==> config.mk <==
export PLATFORM = sky130hd
export DESIGN_NAME = fsp_term_ctrl
export DESIGN_NICKNAME = d
export VERILOG_FILES = /design/src/inc/fsp_pkg.sv /design/src/verilog/fsp_classify.sv /design/src/verilog/fsp_term_ctrl.sv
export SDC_FILE = /design/constraint.sdc
export NUM_CORES = 1
export LEC_CHECK = 0
export BUFFER_PORTS_ARGS = -buffer_cell sky130_fd_sc_hd__buf_2
export CAP_MARGIN = 0
export CORE_UTILIZATION = 31
export DETAILED_ROUTE_END_ITERATION = 8
export SLEW_MARGIN = 20
export SYNTH_ARGS = -nofsm -noshare
export SYNTH_HDL_FRONTEND = slang
export SYNTH_SLANG_ARGS = --single-unit
==> constraint.sdc <==
create_clock -name clk -period 2.8 [get_ports clk]
set_input_delay 0.84 -clock clk [delete_from_list [all_inputs] [get_ports clk]]
set_output_delay 0.84 -clock clk [all_outputs]
set_load 0.02 [all_outputs]
==> src/inc/fsp_pkg.sv <==
// Package with register offsets, field positions and timing constants.
`default_nettype none
package fsp_pkg;
    // Register word offsets (byte addresses).
    localparam logic [3:0] OFS_TERM_CFG  = 4'h0;
    localparam logic [3:0] OFS_CA_REF    = 4'h4;
    localparam logic [3:0] OFS_POINT_CTL = 4'h8;
    localparam logic [3:0] OFS_RANK_TERM = 4'hc;
    localparam logic [3:0] OFS_STATUS    = 4'h0;
    localparam int ADDR_W = 4;
    // Field positions.
    localparam int CA_TERM_LSB  = 4;
    localparam int CA_TERM_MSB  = 6;
    localparam int REF_LVL_MSB  = 5;
    localparam int REF_RANGE    = 6;
    localparam int FAST_RESP    = 3;
    localparam int WR_POINT     = 6;
    localparam int OP_POINT     = 7;
    localparam int CLK_TERM_BIT = 3;
    localparam int SEL_TERM_BIT = 4;
    localparam int CA_DIS_BIT   = 5;
    // Reset values: unterminated, low frequency, point 0.
    localparam logic [7:0] TERM_CFG_RST  = 8'h00;
    localparam logic [7:0] CA_REF_RST    = 8'h00;
    localparam logic [7:0] POINT_CTL_RST = 8'h00;
    localparam logic [7:0] RANK_TERM_RST = 8'h00;
    localparam logic [2:0] CA_TERM_OFF   = 3'h0;
    // Switch wait classes.
    typedef enum logic [1:0] {
        WAIT_SHORT,
        WAIT_MIDDLE,
        WAIT_LONG
    } wait_class_e;
    // Switch times in ns, clock rate in MHz.
    localparam int SWITCH_TIME_SHORT_NS  = 200;
    localparam int SWITCH_TIME_MIDDLE_NS = 200;
    localparam int SWITCH_TIME_LONG_NS   = 250;
    localparam int CLK_MHZ               = 20;
    localparam int SHORT_CYC  = (SWITCH_TIME_SHORT_NS * CLK_MHZ + 999) / 1000;
    localparam int MIDDLE_CYC = (SWITCH_TIME_MIDDLE_NS * CLK_MHZ + 999) / 1000;
    localparam int LONG_CYC   = (SWITCH_TIME_LONG_NS * CLK_MHZ + 999) / 1000;
endpackage
`default_nettype wire

==> src/verilog/fsp_classify.sv <==
// Classifier of the point switch wait from the two reference settings.
`default_nettype none
module fsp_classify (
    // Reference settings of both points
    input  wire logic [7:0] ref_point0,
    input  wire logic [7:0] ref_point1,
    // Resulting class
    output logic [1:0]      wait_class
);
    logic [5:0] lvl0;
    logic [5:0] lvl1;
    logic [5:0] diff;
    always_comb begin
        lvl0 = ref_point0[fsp_pkg::REF_LVL_MSB:0];
        lvl1 = ref_point1[fsp_pkg::REF_LVL_MSB:0];
        diff = (lvl0 > lvl1) ? lvl0 - lvl1 : lvl1 - lvl0;
        if (ref_point0[fsp_pkg::REF_RANGE] != ref_point1[fsp_pkg::REF_RANGE]) begin
            wait_class = fsp_pkg::WAIT_LONG;
        end else if (diff >= 6'h02) begin
            wait_class = fsp_pkg::WAIT_MIDDLE;
        end else begin
            wait_class = fsp_pkg::WAIT_SHORT;
        end
    end
endmodule
`default_nettype wire

==> src/verilog/fsp_term_ctrl.sv <==
// Set point switching and command bus termination control with Avalon-MM.
// Behaviour
// - One reference step apart selects short wait.
// - Two or more steps select middle wait.
// - Range change selects long wait.
// - Power-up operates from point zero.
// - Both sets reset unterminated, low frequency.
// - Three-bit field selects CA termination, reset off.
// - Termination decided by registers only.
// - Termination covers clocks, select, six CA.
// - Field off disables all; else per-bit disables.
// - Write-point bit selects accessed set independently.
//
// Chosen here: the Avalon-MM interface to the registers and the register addresses.
`default_nettype none
module fsp_term_ctrl (
    // Clock and reset
    input  wire logic        clk,
    input  wire logic        sys_rst,
    // Avalon-MM slave
    input  wire logic [3:0]  avs_address,
    input  wire logic        avs_read,
    input  wire logic        avs_write,
    input  wire logic [31:0] avs_writedata,
    output logic [31:0]      avs_readdata,
    output logic             avs_waitrequest,
    // Termination states
    output logic             ca_term_on,
    output logic [5:0]       ca_pin_term_on,
    output logic             clock_term_on,
    output logic             select_term_on,
    output logic [2:0]       ca_term_value,
    // Operating point state
    output logic             operating_point,
    output logic             reference_fast_response,
    output logic             switch_busy
);
    logic [7:0] term_cfg_reg [2];
    logic [7:0] term_cfg_next [2];
    logic [7:0] ca_ref_reg [2];
    logic [7:0] ca_ref_next [2];
    logic [7:0] rank_term_reg [2];
    logic [7:0] rank_term_next [2];
    logic [7:0] point_ctl_reg;
    logic [7:0] point_ctl_next;
    logic [7:0] wait_cnt_reg;
    logic [7:0] wait_cnt_next;
    logic [1:0] wait_class_reg;
    logic [1:0] wait_class_next;
    logic       ack_reg;
    logic       ack_next;
    logic [31:0] rdata_reg;
    logic [31:0] rdata_next;
    logic [1:0] wait_class;
    logic       wr_set;
    logic       op_set;
    logic       req;

    fsp_classify u_classify (
        .ref_point0 (ca_ref_reg[0]),
        .ref_point1 (ca_ref_reg[1]),
        .wait_class (wait_class)
    );

    always_comb begin
        wr_set = point_ctl_reg[fsp_pkg::WR_POINT];
        op_set = point_ctl_reg[fsp_pkg::OP_POINT];
        req    = avs_read | avs_write;
    end

    // Bus answers one cycle after the request is seen.
    always_comb begin
        term_cfg_next  = term_cfg_reg;
        ca_ref_next    = ca_ref_reg;
        rank_term_next = rank_term_reg;
        point_ctl_next = point_ctl_reg;
        wait_cnt_next  = wait_cnt_reg;
        wait_class_next = wait_class_reg;
        ack_next       = req & ~ack_reg;
        rdata_next     = rdata_reg;
        if (wait_cnt_reg != 8'h00) begin
            wait_cnt_next = wait_cnt_reg - 8'h01;
        end
        if (req & ~ack_reg & avs_read) begin
            unique case (avs_address)
                fsp_pkg::OFS_TERM_CFG: rdata_next = {24'h0, term_cfg_reg[wr_set]};
                fsp_pkg::OFS_CA_REF: rdata_next = {24'h0, ca_ref_reg[wr_set]};
                fsp_pkg::OFS_POINT_CTL: rdata_next = {24'h0, point_ctl_reg};
                fsp_pkg::OFS_RANK_TERM: rdata_next = {24'h0, rank_term_reg[wr_set]};
                default: rdata_next = {22'h0,
                    (wait_cnt_reg != 8'h00) ? wait_class_reg : wait_class,
                    wait_cnt_reg};
            endcase
        end
        if (ack_reg & avs_write) begin
            unique case (avs_address)
                fsp_pkg::OFS_TERM_CFG: term_cfg_next[wr_set] = avs_writedata[7:0];
                fsp_pkg::OFS_CA_REF: ca_ref_next[wr_set] = avs_writedata[7:0];
                fsp_pkg::OFS_RANK_TERM: rank_term_next[wr_set] = avs_writedata[7:0];
                fsp_pkg::OFS_POINT_CTL: begin
                    point_ctl_next = avs_writedata[7:0];
                    if (avs_writedata[fsp_pkg::OP_POINT] != op_set) begin
                        wait_class_next = wait_class;
                        unique case (wait_class)
                            fsp_pkg::WAIT_LONG:
                                wait_cnt_next = 8'(fsp_pkg::LONG_CYC);
                            fsp_pkg::WAIT_MIDDLE:
                                wait_cnt_next = 8'(fsp_pkg::MIDDLE_CYC);
                            default:
                                wait_cnt_next = 8'(fsp_pkg::SHORT_CYC);
                        endcase
                    end
                end
                default: ;
            endcase
        end
    end

    always_ff @(posedge clk) begin
        if (sys_rst) begin
            term_cfg_reg   <= '{fsp_pkg::TERM_CFG_RST, fsp_pkg::TERM_CFG_RST};
            ca_ref_reg     <= '{fsp_pkg::CA_REF_RST, fsp_pkg::CA_REF_RST};
            rank_term_reg  <= '{fsp_pkg::RANK_TERM_RST, fsp_pkg::RANK_TERM_RST};
            point_ctl_reg  <= fsp_pkg::POINT_CTL_RST;
            wait_cnt_reg   <= 8'h00;
            wait_class_reg <= 2'h0;
            ack_reg        <= 1'b0;
            rdata_reg      <= 32'h0;
        end else begin
            term_cfg_reg   <= term_cfg_next;
            ca_ref_reg     <= ca_ref_next;
            rank_term_reg  <= rank_term_next;
            point_ctl_reg  <= point_ctl_next;
            wait_cnt_reg   <= wait_cnt_next;
            wait_class_reg <= wait_class_next;
            ack_reg        <= ack_next;
            rdata_reg      <= rdata_next;
        end
    end

    // Termination is decoded from the operating set only.
    always_comb begin
        ca_term_value  = term_cfg_reg[op_set][fsp_pkg::CA_TERM_MSB:fsp_pkg::CA_TERM_LSB];
        if (ca_term_value == fsp_pkg::CA_TERM_OFF) begin
            ca_term_on     = 1'b0;
            clock_term_on  = 1'b0;
            select_term_on = 1'b0;
        end else begin
            ca_term_on     = ~rank_term_reg[op_set][fsp_pkg::CA_DIS_BIT];
            clock_term_on  = ~rank_term_reg[op_set][fsp_pkg::CLK_TERM_BIT];
            select_term_on = ~rank_term_reg[op_set][fsp_pkg::SEL_TERM_BIT];
        end
        ca_pin_term_on          = {6{ca_term_on}};
        operating_point         = op_set;
        reference_fast_response = point_ctl_reg[fsp_pkg::FAST_RESP];
        switch_busy             = wait_cnt_reg != 8'h00;
        avs_waitrequest         = req & ~ack_reg;
        avs_readdata            = rdata_reg;
    end
endmodule
`default_nettype wire

==> Yosys cells after proc, flatten, opt, wreduce, memory -nomap -nowiden <==
Index checks and enable logic that the tools add are counted.
{ "word_totals": {"regBits": 99, "elab_cells": 77} }
{ "op_classes": {"n_lt_le_gt_ge": 5, "muxes": 33, "addsub": 3, "n_bitwise": 10, "eq_ne": 6, "n_reduce_logical": 9} }
{ "op_table": {"columns": ["cell", "count"], "rows": [
  ["$mux 8", 14],
  ["$bwmux 16", 3],
  ["$pmux 10 s4", 1],
  ["$mux 6", 4],
  ["$mux 7", 3],
  ["$sub 6x6->6", 2],
  ["$demux 8 s1", 1],
  ["$eq 4x4->1 const B", 2],
  ["$reduce_and 2->1", 4],
  ["$reduce_bool 8->1", 1],
  ["$sub 8x1->8 const B", 1],
  ["$ge 6x2->1 const B", 1],
  ["$gt 6x6->1", 1],
  ["$mux 1", 5],
  ["$eq 4x3->1 const B", 1],
  ["$ge 2x2->1 const B", 2],
  ["$logic_not 4->1", 1],
  ["$mux 2", 2],
  ["$not 1->1", 4],
  ["$not 1->2", 2],
  ["$and 1x1->1", 3],
  ["$logic_not 3->1", 1],
  ["$reduce_and 3->1", 1],
  ["$eq 2x2->1 const B", 1],
  ["4 further kinds", 5]
]} }

==> Depth between registers and ports, before layout <==
{ "depth": {"depth_word": 10, "ltp_mapped": 10} }

==> Modules after synthesis <==
A second synthesis with hierarchy kept.
{ "unflattened": {"hier_cells": 461, "area_unflattened_um2": 4205.3} }
{ "by_module_without_submodules": {"columns": ["mod", "seq_area_each_um2", "cells_per_inst", "area_each_um2", "n_inst"], "rows": [
  ["fsp_term_ctrl", 1541.5, 392, 3699.8, 1],
  ["fsp_classify", 0.0, 69, 505.5, 1]
]} }

==> Worst setup path after synthesis <==
Ideal clock, no wire load.
{ "synth_path": {"path_type": "register to output", "start": "register point_ctl_reg[7]", "end": "output port ca_pin_term_on[0]", "path_stages_with_launch": 6, "slack_ns": -0.377, "required_time_ns": 1.960, "t_arrival_ns": 2.337, "path_cell_list": "dfxtp_1 > clkbuf_1 > mux2_2 > nor3_1 > a211oi_1 > buf_4"} }
{ "synth_via": {"elab_chain_len": 6, "elab_cells_between_ends": 10, "classes_between": "7 x mux; 2 x bitwise; 1 x reduce/logical"} }
{ "synth_rtl": {"columns": ["item", "line", "rtl"], "rows": [
  ["start, declared", "fsp_term_ctrl.sv:44", "logic [7:0] point_ctl_reg;"],
  ["start signal, assigned", "fsp_term_ctrl.sv:124", "point_ctl_reg <= fsp_pkg::POINT_CTL_RST;"],
  ["start signal, assigned", "fsp_term_ctrl.sv:133", "point_ctl_reg <= point_ctl_next;"],
  ["$not 1->2 (not written as such)", "fsp_term_ctrl.sv:143", "ca_term_value = term_cfg_reg[op_set][fsp_pkg::CA_TERM_MSB:fsp_pkg::CA_TERM_LSB];"],
  ["$mux 7 (not written as such) (3 in series)", "fsp_term_ctrl.sv:143", null],
  ["via ca_term_value[0]", "fsp_term_ctrl.sv:32", "output logic [2:0] ca_term_value,"],
  ["$logic_not 3->1", "fsp_term_ctrl.sv:144", "if (ca_term_value == fsp_pkg::CA_TERM_OFF) begin"],
  ["$mux 1", "fsp_term_ctrl.sv:144", null],
  ["end, declared", "fsp_term_ctrl.sv:29", "output logic [5:0] ca_pin_term_on,"]
]} }
The timed path passes the listed nets, and every way through them passes these cells. The select of a mux whose other input is x is not followed.

==> Worst setup path in the final report <==
{ "layout_path": {"start": "register point_ctl_reg[7]", "end": "output port ca_pin_term_on[3]"} }
{ "layout_via": {"elab_chain_len": 6, "elab_cells_between_ends": 10, "classes_between": "7 x mux; 2 x bitwise; 1 x reduce/logical"} }
{ "layout_rtl": {"columns": ["item", "line"], "rows": [
  ["$not 1->2 (not written as such) (*)", "fsp_term_ctrl.sv:143, fsp_term_ctrl.sv:149"],
  ["$mux 7 (not written as such) / $mux 6 (equally long branches) (3 in series)", null],
  ["$logic_not 3->1 / $not 1->1 (equally long branches)", "fsp_term_ctrl.sv:144, fsp_term_ctrl.sv:149"],
  ["$mux 1 (*)", "fsp_term_ctrl.sv:144"]
]} }
Mark *: on every way between the ends. The rest lies on a longest branch, timed or not. The select of a mux whose other input is x is not followed.

==> impl_metrics.py <==
metrics = {
    "critical_path": {
        "cp.required_ns": 1.96,
        "cp.arrival_ns": 1.83,
        "cp_top_family": "flip-flops",
        "cp_slowest_cell": "dfxtp_1",
        "crit_buf_inv": 2,
        "worst_r2r_endpoint": "avs_readdata[8]$_SDFFE_PP0P_",
        "startpoint_type": "flip-flop",
        "critPathCaptureType": "primary output",
        "cp_max_fo": 7,
        "cp_cell_sequence": "mux2_2, nor3_1, buf_4, a211oi_2, buf_2",
        "path_class": "reg -> out",
        "reg2reg_slack_ns": 0.47,
        "slowest_delay_ns": 0.49,
        "r2r_start": "ca_ref_reg[1]$_SDFFE_PP0P_",
        "r2r_cells": 8,
    },
    "synth": {
        "synth_enable_flop_cells": 0,
        "synth_area_leaders": "dfxtp_1, mux2i_1, a21oi_1",
        "avgSynthCellArea_sq_um": 8.34,
        "ys_types": 53,
        "synthesis.area_sq_mm": 0.00424,
        "netlist.area_leader.share_pct": 36.3,
        "synth_top_flop_cell": "dfxtp_1",
        "netlist_instances": 509,
        "ys_ff_latch": 77,
        "yosys_warnings": 0,
        "yosysSeqAreaShare_pct": 36.3,
        "yosys.area.top_type": "dfxtp_1",
        "synthArstFlopShare_pct": 0,
    },
    "placed_design": {
        "post-dp-hpwl_um": 7840,
        "place_congestion": 0.834,
        "port_buffers": 41,
    },
    "timing": {
        "hold_viol_final": 0,
        "finalSetupViolCount": 0,
        "tightest_slew_ns": 0.756,
        "slew_violations": 0,
        "finalSetupTns_ns": 0,
        "skew_ns": 0.00593,
        "period_share_pct": 95.3,
        "rsz0062_at_grt": "false",
        "fmax_ghz": 0.375,
        "slew_headroom_pct": 49.5,
        "fin_crit_ns": 2.67,
    },
    "detailed_routing": {
        "dr.first_iter.drc_count": 319,
        "wire_per_inst_um": 15.0,
        "drt_wl_total_um": 10800,
        "final_antenna_net_count": 0,
        "vias": 3637,
        "route.detailed.drc": 0,
        "first_pass_iters": 5,
        "viasPerCell": 5.04,
    },
    "clock_tree": {
        "cts_tree": "yes",
        "cts_setup_buffers": 0,
        "cts_buffer_depth": 2,
        "clk_latency_ns": 0.33,
        "cts_buffers": 9,
        "cts_htree_levels": 3,
        "clkSinkCount": 77,
        "clock-root-buffer": "clkbuf_16",
        "path_clk_slew_ns": 0.06,
        "ctsHoldBuffers": 0,
        "cts_resized": 0,
    },
    "floorplanning": {
        "num_rows": 42,
        "ios": 88,
        "die_y_um": 119,
        "dieWidth_um": 119,
        "die_area_sq_mm": 0.0142,
        "design.core.area_sq_mm": 0.0133,
        "start_util_pct": 31.9,
    },
    "finish": {
        "layout_commonest_cell": "dfxtp_1",
        "insertedDiodeCount": 0,
        "final_cell_mix": "dfxtp_1, nor2_1, nand2_1, a21oi_1, buf_2",
        "num-nets-final": 594,
        "drive_above_1_share_pct": 18.0,
        "final_util_pct": 36.6,
        "area_growth_pct": 14.6,
    },
    "hold_path": {
        "worstHoldStart": "term_cfg_reg[11]$_SDFFE_PP0P_",
        "hp-class": "reg -> reg",
        "hold_end": "term_cfg_reg[11]$_SDFFE_PP0P_",
        "whs_path_depth": 2,
    },
    "power_and_ir_drop": {
        "leakage_nw": 1.98,
        "p_per_area_mw_per_mm2": 638,
        "peakVddDrop_uv": 292,
    },
    "grt": {
        "grt_pass1_vias": 3432,
        "grt.overflow.total": 0,
        "grt_max_degree": 47,
        "grt_first_pass_wirelength_um": 17500,
        "track_usage_pct": 15.7,
        "antenna_found_initial": 0,
    },
    "flow_run": {
        "cap_violations": 0,
    },
    "status": {
        "status": "complete, no violations",
    },
}
## kinds of logic after synthesis
logic type	synth area share [%]
mux	13.0
flops	36.3
other cells	0.0884
fa+ha+maj	4.48
buf+inv	10.0
xor+xnor	2.48
compound gates	14.8
simple gates	18.9
## where the power goes
part,leakage [nW],switching (mW),internal [mW]
Sequential,0.623,0.0695,1.17
Combinational,1.20,0.372,0.236
Clock,0.160,0.449,0.808
## worst reg2reg max path: stages (launching register included)
cell	delay, ns
dfxtp_1	0.46
inv_1	0.13
fa_1	0.47
a211oi_1	0.28
o21ai_0	0.12
nor2b_1	0.15
a41oi_1	0.22
o22ai_1	0.17
a221oi_2	0.24
## synth_stat cells, types with 4 or more instances
master    instances
o21ai_0          12
a21oi_1          54
buf_2             7
mux4_2            6
xnor2_1           4
buf_4            32
nor2b_1           5
dfxtp_1          77
nand3_1          15
nor3_1            7
a211oi_1         14
mux2i_1          37
mux2_2            4
nand4_1           4
xor2_1            8
inv_1            19
ha_1             12
clkbuf_1         15
nor2_1           69
nand2_1          60
## how the worst max path moves through the flow
| stage | to | start | depth (start not counted) | slack [ns] |
|---|---|---|---|---|
| 6_report | ca_pin_term_on[3] | point_ctl_reg[7]$_SDFFE_PP0P_ | 5 | 0.13 |
| 5_1_grt | ca_pin_term_on[3] | point_ctl_reg[7]$_SDFFE_PP0P_ | 5 | 0.05 |
| 4_1_cts | switch_busy | wait_cnt_reg[0]$_SDFF_PP0_ | 5 | 0.10 |
| 3_5_place_dp | ca_ref_reg[1]$_SDFFE_PP0P_ | avs_address[2] | 5 | 0.33 |
| 3_3_place_gp | ca_ref_reg[4]$_SDFFE_PP0P_ | avs_address[2] | 5 | 0.34 |
| 2_1_floorplan | ca_pin_term_on[0] | point_ctl_reg[7]$_SDFFE_PP0P_ | 5 | 0.01 |
## cell type report
class	instances	area, sq um
clock buffer	11	243
clock inverter	5	82.6
fill	1348	8430
inverter	20	75.1
multi-input combinational	376	2370
sequential	77	1540
tap	176	220
timing repair buffer	56	330
## layer usage
| metal | vias to the layer above | global-route usage [%] | wire length [um] |
|---|---|---|---|
| met1 | 1736 | 20.4 | 4910 |
| li1 | 1763 | - | - |
| met2 | 120 | 25.5 | 5080 |
| met4 | 0 | 6.65 | 261 |
| met5 | - | 0 | 0 |
| met3 | 18 | 2.73 | 554 |
## per-stage QoR
stage	cells	cell area (sq um)	worst slack, ns	hold slack, ns	total power [mW]
2_1_floorplan	530	4330	0.0118	0.429	1.73
3_3_place_gp	705	4530	0.336	0.435	1.83
3_5_place_dp	705	4530	0.334	0.445	1.85
4_1_cts	721	4860	0.102	0.452	3.11
5_1_grt	721	4860	0.0454	0.474	3.25
6_report	721	4860	0.132	0.452	3.10
Note: power is estimated with default switching activity, not from simulation.
